`src/hw/mitc_params.svh`:
```
// Constants of the instruction timing core: word layout, sizes and fixed addresses.
`ifndef MITC_PARAMS_SVH
`define MITC_PARAMS_SVH
`define MITC_WORD_W 17
`define MITC_OP_HI 16
`define MITC_OP_LO 11
`define MITC_BIT_HI 10
`define MITC_BIT_LO 8
`define MITC_PC_W 11
`define MITC_STK_DEPTH 6
`define MITC_PCL_ADDR 8'h06
`define MITC_INT_VEC 11'h004
`endif

```
`src/hw/mitc_pkg.sv`:
```
// Types shared by the instruction timing core and its arithmetic unit.
`include "mitc_params.svh"
package mitc_pkg;
    typedef logic [7:0] mitc_byte_t;
    typedef enum logic [`MITC_OP_HI-`MITC_OP_LO:0] {
        OP_NOP, OP_DATA_TRANSFER_AM, OP_DATA_TRANSFER_MA, OP_DATA_TRANSFER_AX, OP_CLEAR_M,
        OP_ADD_AM, OP_ADD_MA, OP_ADD_AX, OP_ADDC_AM, OP_SUB_AM, OP_SUB_MA, OP_SUB_AX,
        OP_SUBC_AM, OP_AND_AM, OP_OR_AM, OP_XOR_AM, OP_AND_MA, OP_OR_MA, OP_XOR_MA,
        OP_ONES_COMPLEMENT, OP_ONES_COMPLEMENT_A, OP_ADD_ONE_IN_PLACE, OP_ADD_ONE_TO_ACC,
        OP_SUBTRACT_ONE_IN_PLACE, OP_SUBTRACT_ONE_TO_ACC, OP_ROTATE_RIGHT, OP_ROTATE_LEFT,
        OP_ROTATE_RIGHT_VIA_CARRY, OP_ROTATE_LEFT_VIA_CARRY, OP_SKIP_ZERO,
        OP_SKIP_BIT_CLEAR, OP_SKIP_BIT_SET, OP_BIT_SET, OP_BIT_CLEAR,
        OP_UNCONDITIONAL_JUMP, OP_CALL, OP_SUBROUTINE_EXIT, OP_INTERRUPT_EXIT, OP_TABLE_READ
    } mitc_op_e;
    typedef enum logic [1:0] {PH_FETCH, PH_DECODE, PH_READ, PH_EXEC} mitc_phase_e;
endpackage : mitc_pkg

```
`src/hw/mitc_alu_if.sv`:
```
// Operand and result bundle between the sequencer and the arithmetic unit.
`timescale 1ns/100ps
`default_nettype none
interface mitc_alu_if;
    import mitc_pkg::*;
    mitc_op_e op;
    mitc_byte_t a;
    mitc_byte_t m;
    mitc_byte_t x;
    logic [2:0] bsel;
    logic cin;
    mitc_byte_t res;
    logic cout;
    logic c_we;
    logic z_we;
    logic to_acc;
    logic to_mem;
    logic skip;
    modport core (output op, a, m, x, bsel, cin,
                  input res, cout, c_we, z_we, to_acc, to_mem, skip);
    modport alu (input op, a, m, x, bsel, cin,
                 output res, cout, c_we, z_we, to_acc, to_mem, skip);
endinterface : mitc_alu_if
`default_nettype wire

```
`src/hw/mitc_alu.sv`:
```
// Combinational data path: moves, arithmetic, logic, rotates, bit ops and skip tests.
`timescale 1ns/100ps
`default_nettype none
module mitc_alu (
    mitc_alu_if.alu bus
);
    import mitc_pkg::*;
    logic [8:0] sum9;
    mitc_byte_t opnd;
    mitc_byte_t r;
    mitc_byte_t bmask;
    logic co;
    logic sk;

    // Destination and flag decode kept apart from the value so each op is listed once.
    assign bus.to_acc = bus.op inside {OP_DATA_TRANSFER_AM, OP_DATA_TRANSFER_AX, OP_ADD_AM,
        OP_ADD_AX, OP_ADDC_AM, OP_SUB_AM, OP_SUB_AX, OP_SUBC_AM, OP_AND_AM, OP_OR_AM,
        OP_XOR_AM, OP_ONES_COMPLEMENT_A, OP_ADD_ONE_TO_ACC, OP_SUBTRACT_ONE_TO_ACC};
    assign bus.to_mem = bus.op inside {OP_DATA_TRANSFER_MA, OP_CLEAR_M, OP_ADD_MA, OP_SUB_MA,
        OP_AND_MA, OP_OR_MA, OP_XOR_MA, OP_ONES_COMPLEMENT, OP_ADD_ONE_IN_PLACE,
        OP_SUBTRACT_ONE_IN_PLACE, OP_ROTATE_RIGHT, OP_ROTATE_LEFT, OP_ROTATE_RIGHT_VIA_CARRY,
        OP_ROTATE_LEFT_VIA_CARRY, OP_BIT_SET, OP_BIT_CLEAR};
    assign bus.c_we = bus.op inside {OP_ADD_AM, OP_ADD_MA, OP_ADD_AX, OP_ADDC_AM, OP_SUB_AM,
        OP_SUB_MA, OP_SUB_AX, OP_SUBC_AM, OP_ROTATE_RIGHT_VIA_CARRY, OP_ROTATE_LEFT_VIA_CARRY};
    assign bus.z_we = bus.op inside {OP_ADD_AM, OP_ADD_MA, OP_ADD_AX, OP_ADDC_AM, OP_SUB_AM,
        OP_SUB_MA, OP_SUB_AX, OP_SUBC_AM, OP_AND_AM, OP_OR_AM, OP_XOR_AM, OP_AND_MA,
        OP_OR_MA, OP_XOR_MA, OP_ONES_COMPLEMENT, OP_ONES_COMPLEMENT_A, OP_ADD_ONE_IN_PLACE,
        OP_ADD_ONE_TO_ACC, OP_SUBTRACT_ONE_IN_PLACE, OP_SUBTRACT_ONE_TO_ACC};
    assign bus.res = r;
    assign bus.cout = co;
    assign bus.skip = sk;

    // Result value; the immediate forms take the operand byte in place of memory.
    always_comb begin
        sum9 = 9'h000;
        opnd = bus.op inside {OP_ADD_AX, OP_SUB_AX} ? bus.x : bus.m;
        bmask = 8'h01 << bus.bsel;
        r = 8'h00;
        co = bus.cin;
        sk = 1'b0;
        unique case (bus.op)
            OP_DATA_TRANSFER_AM: r = bus.m;
            OP_DATA_TRANSFER_MA: r = bus.a;
            OP_DATA_TRANSFER_AX: r = bus.x;
            OP_ADD_AM, OP_ADD_MA, OP_ADD_AX, OP_ADDC_AM: begin
                sum9 = {1'b0, bus.a} + {1'b0, opnd} + {8'h00, bus.op == OP_ADDC_AM && bus.cin};
                r = sum9[7:0];
                co = sum9[8];
            end
            OP_SUB_AM, OP_SUB_MA, OP_SUB_AX, OP_SUBC_AM: begin
                sum9 = {1'b0, bus.a} - {1'b0, opnd} - {8'h00, bus.op == OP_SUBC_AM && !bus.cin};
                r = sum9[7:0];
                co = !sum9[8]; // Carry low means a borrow happened.
            end
            OP_AND_AM, OP_AND_MA: r = bus.a & bus.m;
            OP_OR_AM, OP_OR_MA: r = bus.a | bus.m;
            OP_XOR_AM, OP_XOR_MA: r = bus.a ^ bus.m;
            OP_ONES_COMPLEMENT, OP_ONES_COMPLEMENT_A: r = ~bus.m;
            OP_ADD_ONE_IN_PLACE, OP_ADD_ONE_TO_ACC: r = bus.m + 8'h01;
            OP_SUBTRACT_ONE_IN_PLACE, OP_SUBTRACT_ONE_TO_ACC: r = bus.m - 8'h01;
            OP_ROTATE_RIGHT: r = {bus.m[0], bus.m[7:1]};
            OP_ROTATE_LEFT: r = {bus.m[6:0], bus.m[7]};
            OP_ROTATE_RIGHT_VIA_CARRY: begin
                r = {bus.cin, bus.m[7:1]};
                co = bus.m[0];
            end
            OP_ROTATE_LEFT_VIA_CARRY: begin
                r = {bus.m[6:0], bus.cin};
                co = bus.m[7];
            end
            OP_SKIP_ZERO: sk = bus.m == 8'h00;
            OP_SKIP_BIT_CLEAR: sk = (bus.m & bmask) == 8'h00;
            OP_SKIP_BIT_SET: sk = (bus.m & bmask) != 8'h00;
            OP_BIT_SET: r = bus.m | bmask;
            OP_BIT_CLEAR: r = bus.m & ~bmask;
            default: r = 8'h00;
        endcase
    end
endmodule : mitc_alu
`default_nettype wire

```
`src/hw/mitc_core.sv`:
```
// Instruction sequencer: four-phase cycle, fetch, execute, program counter, stack, tables.
`timescale 1ns/100ps
`default_nettype none
`include "mitc_params.svh"
module mitc_core #(
    parameter int PC_W = `MITC_PC_W,
    parameter int STK_DEPTH = `MITC_STK_DEPTH,
    parameter logic [PC_W-1:0] INT_VEC = PC_W'(`MITC_INT_VEC)
) (
    input wire logic clk_in,
    input wire logic nrst_in,
    output logic [PC_W-1:0] pmem_addr_out,
    input wire logic [`MITC_WORD_W-1:0] pmem_data_in,
    output var mitc_pkg::mitc_byte_t dmem_addr_out,
    output var mitc_pkg::mitc_byte_t dmem_wdata_out,
    output logic dmem_we_out,
    input wire mitc_pkg::mitc_byte_t dmem_rdata_in,
    input wire logic int_req_in,
    output logic int_ack_out,
    output var mitc_pkg::mitc_byte_t acc_out,
    output logic carry_out,
    output logic zero_out
);
    import mitc_pkg::*;
    localparam int SP_W = $clog2(STK_DEPTH + 1);
    localparam logic [SP_W-1:0] SP_FULL = SP_W'(STK_DEPTH);

    logic [1:0] rsync_q;
    logic rst_n;
    mitc_phase_e ph_q;
    logic [`MITC_WORD_W-1:0] ir_q;
    mitc_byte_t md_q;
    logic [PC_W-1:0] pc_q;
    logic [PC_W-1:0] pc_d;
    logic [PC_W-1:0] stk_q [STK_DEPTH];
    logic [SP_W-1:0] sp_q;
    logic bubble_q;
    logic tab_q;
    logic ie_q;
    mitc_op_e op;
    mitc_byte_t oper;
    logic [PC_W-1:0] top;
    logic exec;
    logic is_jump;
    logic is_call;
    logic is_exit;
    logic is_tab;
    logic pcl_wr;
    logic ctl;
    logic take_int;

    mitc_alu_if alu_bus ();
    mitc_alu u_alu (
        .bus(alu_bus)
    );

    // Reset is released through two flops so that its removal is clean on clk_in.
    always_ff @(posedge clk_in or negedge nrst_in) begin
        if (!nrst_in) begin
            rsync_q <= 2'h0;
        end else begin
            rsync_q <= {rsync_q[0], 1'b1};
        end
    end
    assign rst_n = rsync_q[1];

    // Decode of the latched word and feed of the arithmetic unit.
    assign op = mitc_op_e'(ir_q[`MITC_OP_HI:`MITC_OP_LO]);
    assign oper = ir_q[7:0];
    assign alu_bus.op = op;
    assign alu_bus.a = acc_out;
    assign alu_bus.m = md_q;
    assign alu_bus.x = oper;
    assign alu_bus.bsel = ir_q[`MITC_BIT_HI:`MITC_BIT_LO];
    assign alu_bus.cin = carry_out;
    assign exec = (ph_q == PH_EXEC) && !bubble_q;
    assign is_jump = op == OP_UNCONDITIONAL_JUMP;
    assign is_call = op == OP_CALL;
    assign is_exit = op inside {OP_SUBROUTINE_EXIT, OP_INTERRUPT_EXIT};
    assign is_tab = op == OP_TABLE_READ;
    assign pcl_wr = alu_bus.to_mem && (dmem_addr_out == `MITC_PCL_ADDR);
    assign ctl = is_jump || is_call || is_exit || is_tab || alu_bus.skip || pcl_wr;
    // Interrupts are taken only after a one-cycle instruction, so no push ever collides.
    assign take_int = int_req_in && ie_q && !ctl && (sp_q < SP_FULL);
    assign top = (sp_q != '0) ? stk_q[sp_q - SP_W'(1)] : pc_q;

    // Next program counter after an executed instruction.
    always_comb begin
        pc_d = pc_q + PC_W'(1);
        if (take_int) begin
            pc_d = INT_VEC;
        end else if (is_jump || is_call) begin
            pc_d = ir_q[PC_W-1:0];
        end else if (is_exit) begin
            pc_d = top;
        end else if (alu_bus.skip) begin
            pc_d = pc_q + PC_W'(2);
        end else if (pcl_wr) begin
            pc_d = {pc_q[PC_W-1:8], alu_bus.res};
        end
    end

    // Phase counter: the only rate divider; one instruction cycle is four clocks.
    always_ff @(posedge clk_in or negedge rst_n) begin
        if (!rst_n) begin
            ph_q <= PH_FETCH;
        end else begin
            unique case (ph_q)
                PH_FETCH: ph_q <= PH_DECODE;
                PH_DECODE: ph_q <= PH_READ;
                PH_READ: ph_q <= PH_EXEC;
                PH_EXEC: ph_q <= PH_FETCH;
            endcase
        end
    end

    // Fetch path; in the spare cycle of a table read the address points into the table.
    always_ff @(posedge clk_in or negedge rst_n) begin
        if (!rst_n) begin
            pmem_addr_out <= '0;
            ir_q <= '0;
            dmem_addr_out <= 8'h00;
            md_q <= 8'h00;
        end else if (ph_q == PH_FETCH) begin
            pmem_addr_out <= (bubble_q && tab_q) ? {{(PC_W-8){1'b1}}, oper} : pc_q;
        end else if (ph_q == PH_DECODE && !bubble_q) begin
            ir_q <= pmem_data_in;
            dmem_addr_out <= pmem_data_in[7:0];
        end else if (ph_q == PH_READ && !bubble_q) begin
            md_q <= dmem_rdata_in;
        end
    end

    // Sequencing state: counter, spare-cycle marker and global interrupt enable.
    always_ff @(posedge clk_in or negedge rst_n) begin
        if (!rst_n) begin
            pc_q <= '0;
            bubble_q <= 1'b0;
            tab_q <= 1'b0;
            ie_q <= 1'b1;
            int_ack_out <= 1'b0;
        end else begin
            int_ack_out <= exec && take_int;
            if (exec) begin
                pc_q <= pc_d;
                tab_q <= is_tab;
                if (take_int) begin
                    ie_q <= 1'b0;
                end else if (op == OP_INTERRUPT_EXIT) begin
                    ie_q <= 1'b1;
                end
            end
            if (ph_q == PH_EXEC) begin
                bubble_q <= exec && (ctl || take_int);
            end
        end
    end

    // Return stack holds the counter only; a push on a full stack is dropped.
    always_ff @(posedge clk_in or negedge rst_n) begin
        if (!rst_n) begin
            sp_q <= '0;
            for (int i = 0; i < STK_DEPTH; i++) begin
                stk_q[i] <= '0;
            end
        end else if (exec && (is_call || take_int) && sp_q < SP_FULL) begin
            stk_q[sp_q] <= pc_q + PC_W'(1);
            sp_q <= sp_q + SP_W'(1);
        end else if (exec && is_exit && sp_q != '0) begin
            sp_q <= sp_q - SP_W'(1);
        end
    end

    // Accumulator, flags and the data memory write strobe.
    always_ff @(posedge clk_in or negedge rst_n) begin
        if (!rst_n) begin
            acc_out <= 8'h00;
            carry_out <= 1'b0;
            zero_out <= 1'b0;
            dmem_we_out <= 1'b0;
            dmem_wdata_out <= 8'h00;
        end else begin
            dmem_we_out <= exec && alu_bus.to_mem && !pcl_wr;
            if (exec) begin
                dmem_wdata_out <= alu_bus.res;
                if (alu_bus.to_acc) begin
                    acc_out <= alu_bus.res;
                end
                if (alu_bus.c_we) begin
                    carry_out <= alu_bus.cout;
                end
                if (alu_bus.z_we) begin
                    zero_out <= alu_bus.res == 8'h00;
                end
            end else if (ph_q == PH_DECODE && bubble_q && tab_q) begin
                acc_out <= pmem_data_in[7:0];
            end
        end
    end
endmodule : mitc_core
`default_nettype wire

```
`config.mk`:
```
export PLATFORM = sky130hd
export DESIGN_NAME = mitc_core
export DESIGN_NICKNAME = d
export VERILOG_FILES = /design/src/hw/mitc_pkg.sv /design/src/hw/mitc_alu_if.sv /design/src/hw/mitc_alu.sv /design/src/hw/mitc_core.sv
export VERILOG_INCLUDE_DIRS = /design/src /design/src/hw
export SDC_FILE = /design/constraint.sdc
export NUM_CORES = 1
export LEC_CHECK = 0
export BUFFER_PORTS_ARGS = -buffer_cell sky130_fd_sc_hd__buf_2
export CAP_MARGIN = 10
export CORE_MARGIN = 2
export CORE_UTILIZATION = 40
export DETAILED_ROUTE_END_ITERATION = 10
export SYNTH_ARGS = -nofsm -noshare
export SYNTH_HDL_FRONTEND = slang
export SYNTH_HIERARCHICAL = 1
export SYNTH_SLANG_ARGS = --single-unit
export TNS_END_PERCENT = 30
```
`constraint.sdc`:
```
create_clock -name clk_in -period 8.25 [get_ports clk_in]
set_clock_uncertainty 0.05 [all_clocks]
set_input_delay 0.825 -clock clk_in [delete_from_list [all_inputs] [get_ports clk_in]]
set_output_delay 0.825 -clock clk_in [all_outputs]
set_load 0.01 [all_outputs]
```
==> run summary <==
Period minus WS final: 4880 ps
outcome: complete, no violations
routed length on met1: 13.9 mm
Resized cells post-CTS: 0
Core Rows: 57
Synth Area per Inst: 9.17 um2
gr usage total: 0.243
port bufs: 66
die height: 161 um
DIE AREA: 25800 um2
fin. max-slew vios: 0
worst vdd ir: 0.166 mV
crit path launch type: flip-flop
Final period util: 0.591
final hold vios: 0
area leader, netlist: dfrtp_1
worst slew pin tran: 1060 ps
largest net degree at the start of global routing: 80
grt ovf: 0
Fmax: 205 MHz
mean routed wirelength per cell: 21.4 um
first-pass GRT wire length: 48.6 mm
Area growth, synth to finish: 10.9%
RSZ-0062 raised after global routing: false
Clock H-tree levels: 4
vias in the first global route: 8208
CP Class: reg2reg
FF-to-FF setup slack: 3370 ps
core area: 24200 um2
Root Driver: clkbuf_16
final setup vio count: 0
setup TNS after final layout: 0 ps
Mapped Area: 9820 um2
chip width: 161 um
Reg clk slew, reported paths: 70 ps
final net count: 1170
CTS sink cnt: 143
Initial DRC Count: 929
HPWL after DPL: 22.1 mm
CTS Buffer Depth: 2
sequential share of the synthesized area: 0.364
Hold WC Path Type: in2async
P_leak: 4.57 nW
hold buffer count at CTS: 0
Post-synth top flop: dfrtp_1
Yosys cell types: 84
Power Dens Cells: 360 nW/um2
most frequent cells in the layout: dfrtp_1, nand2_1, nor2_1, a21oi_1, buf_2
# fillers: 2371
worst endpoint required time: 8540 ps
vias: 8604
Worst Path Arrival: 5170 ps
wire length on met2: 13.4 mm
IO Count: 67
crit-path max FO: 25
asr flop ratio synth: 1.00
most common cell after layout, fill and taps aside: dfrtp_1
RR Startpoint: ir_q[14]
Clk Latency, worst-skew pair: 430 ps
Seq cells post-synth: 143
initial core utilization: 0.405
# Post-CTS Setup Buffers: 0
Syn. warnings: 6
top layer in use: met5
Post-synth EDFFs: 0
CP Capture Type: flip-flop
Inserted Clock Buffers: 17
TritonCTS clock tree: yes
placer congestion estimate: 0.955
Pwr Total: 0.00393 W
Final ANT Viol Nets: 0
Post-Route WL: 30.7 mm
Mapped Cells: 1071
share of layout cells above drive strength 1: 0.179
Reg-to-Reg End: pc_q[6]
# Max-Cap Violations: 0
vias per cell: 5.99
antenna fix cells: 0
top cell type's share of synthesized area: 0.362
metal3 WL: 2.43 mm
# DRC: 0
top post-synthesis cells by area: dfrtp_1, ha_1, mux2_2, a21oi_1, nand2_1
initial antenna violation count: 1
drt first pass iters: 5
Reg2Reg Depth: 14
Worst slew margin: 0.290
Net Count, Synth: 1141
==> cells in the mapped netlist, drive strengths merged, types with 9 or more instances <==
cell type	count
clkbuf	33
nor2b	11
o211ai	13
a22oi	9
mux2i	28
nor2	97
o21ai	60
ha	37
a211oi	15
nand2b	11
mux2	48
nand3	22
mux4	11
o22ai	12
xnor2	26
nor3	24
a31oi	13
xor2	18
nor4	9
buf	42
nand2	115
inv	43
a21oi	88
dfrtp	142
==> final cells by class <==
| type | count | area [um2] | area share |
|---|---|---|---|
| Tap cell | 324 | 405 | 0.0372 |
| Multi-Input combinational cell | 810 | 5680 | 0.521 |
| Clock inverter | 15 | 168 | 0.0154 |
| Timing Repair Buffer | 85 | 473 | 0.0434 |
| Sequential cell | 143 | 3580 | 0.329 |
| Inverter | 43 | 161 | 0.0148 |
| Clock buffer | 17 | 425 | 0.0390 |
==> report_power, final <==
part	internal (W)	switching, W	total, W	leakage, nW
registers	0.000911	0.000334	0.00125	1.70
clock network	0.000407	0.000367	0.000774	0.292
logic	0.000786	0.00112	0.00191	2.58
total	0.00210	0.00182	0.00393	4.57
==> worst max path at each step <==
stage                    start          to  slack [ps]  cells past startpoint
floorplan           rsync_q[1]  acc_out[0]        3920                      0
global placement      ir_q[14]     pc_q[6]        3600                     14
detailed placement    ir_q[14]     pc_q[6]        3450                     16
CTS                   ir_q[14]     pc_q[6]        3430                     16
global route          ir_q[14]     pc_q[6]        3050                     16
finish                ir_q[14]     pc_q[6]        3370                     14
==> stage by stage <==
step | instances | area (um2) | utilization | hold WS (ps) | setup slack (ps)
after global routing | 1437 | 10900 | 0.449 | 108 | 3050
after global placement | 1405 | 10300 | 0.425 | 283 | 3600
after detailed placement | 1405 | 10300 | 0.425 | 291 | 3450
after CTS | 1437 | 10900 | 0.449 | 108 | 3430
final | 1437 | 10900 | 0.449 | 121 | 3370
after floorplan | 1071 | 9820 | - | 281 | 3920
==> metal layers <==
metal / vias up / global-route usage
met3: 67 / 0.0467
li1: 3961 / -
met1: 4157 / 0.346
met2: 417 / 0.364
met4: 2 / 0.0970
met5: - / 0
==> state kept, by name, summed over array words and instances, names as in the netlist, 2 cells and up <==
signal          cells
pc_q               11
alu_bus.m           8
pmem_addr_out      11
ir_q               10
stk_q              66
dmem_wdata_out      8
acc_out             8
dmem_addr_out       7
sp_q                3
ph_q                2
rsync_q             2
==> logic make-up after synthesis <==
| group | Yosys count | synth area share |
|---|---|---|
| other | 1 | 0.000382 |
| XOR/XNOR | 44 | 0.0392 |
| buffers and inverters | 118 | 0.0586 |
| flip-flops | 143 | 0.364 |
| AND/OR/NAND/NOR | 345 | 0.170 |
| AO/OA/AOI/OAI | 291 | 0.201 |
| adder cells (fa/ha/maj) | 42 | 0.0573 |
| multiplexers | 87 | 0.109 |
==> worst max-delay path: stages, from the launching register on <==
cell	delay (ps)
dfrtp_1	820
nor2b_1	210
o2111ai_2	510
mux2_2	440
fa_1	440
fa_1	420
a21bo_2	240
a211oi_1	350
xnor2_1	110
o22ai_1	180
or3_1	250
nor2_1	70
a211o_1	280
a211o_1	250
o221ai_1	170
No activity file was read; power rests on OpenSTA's default activity.
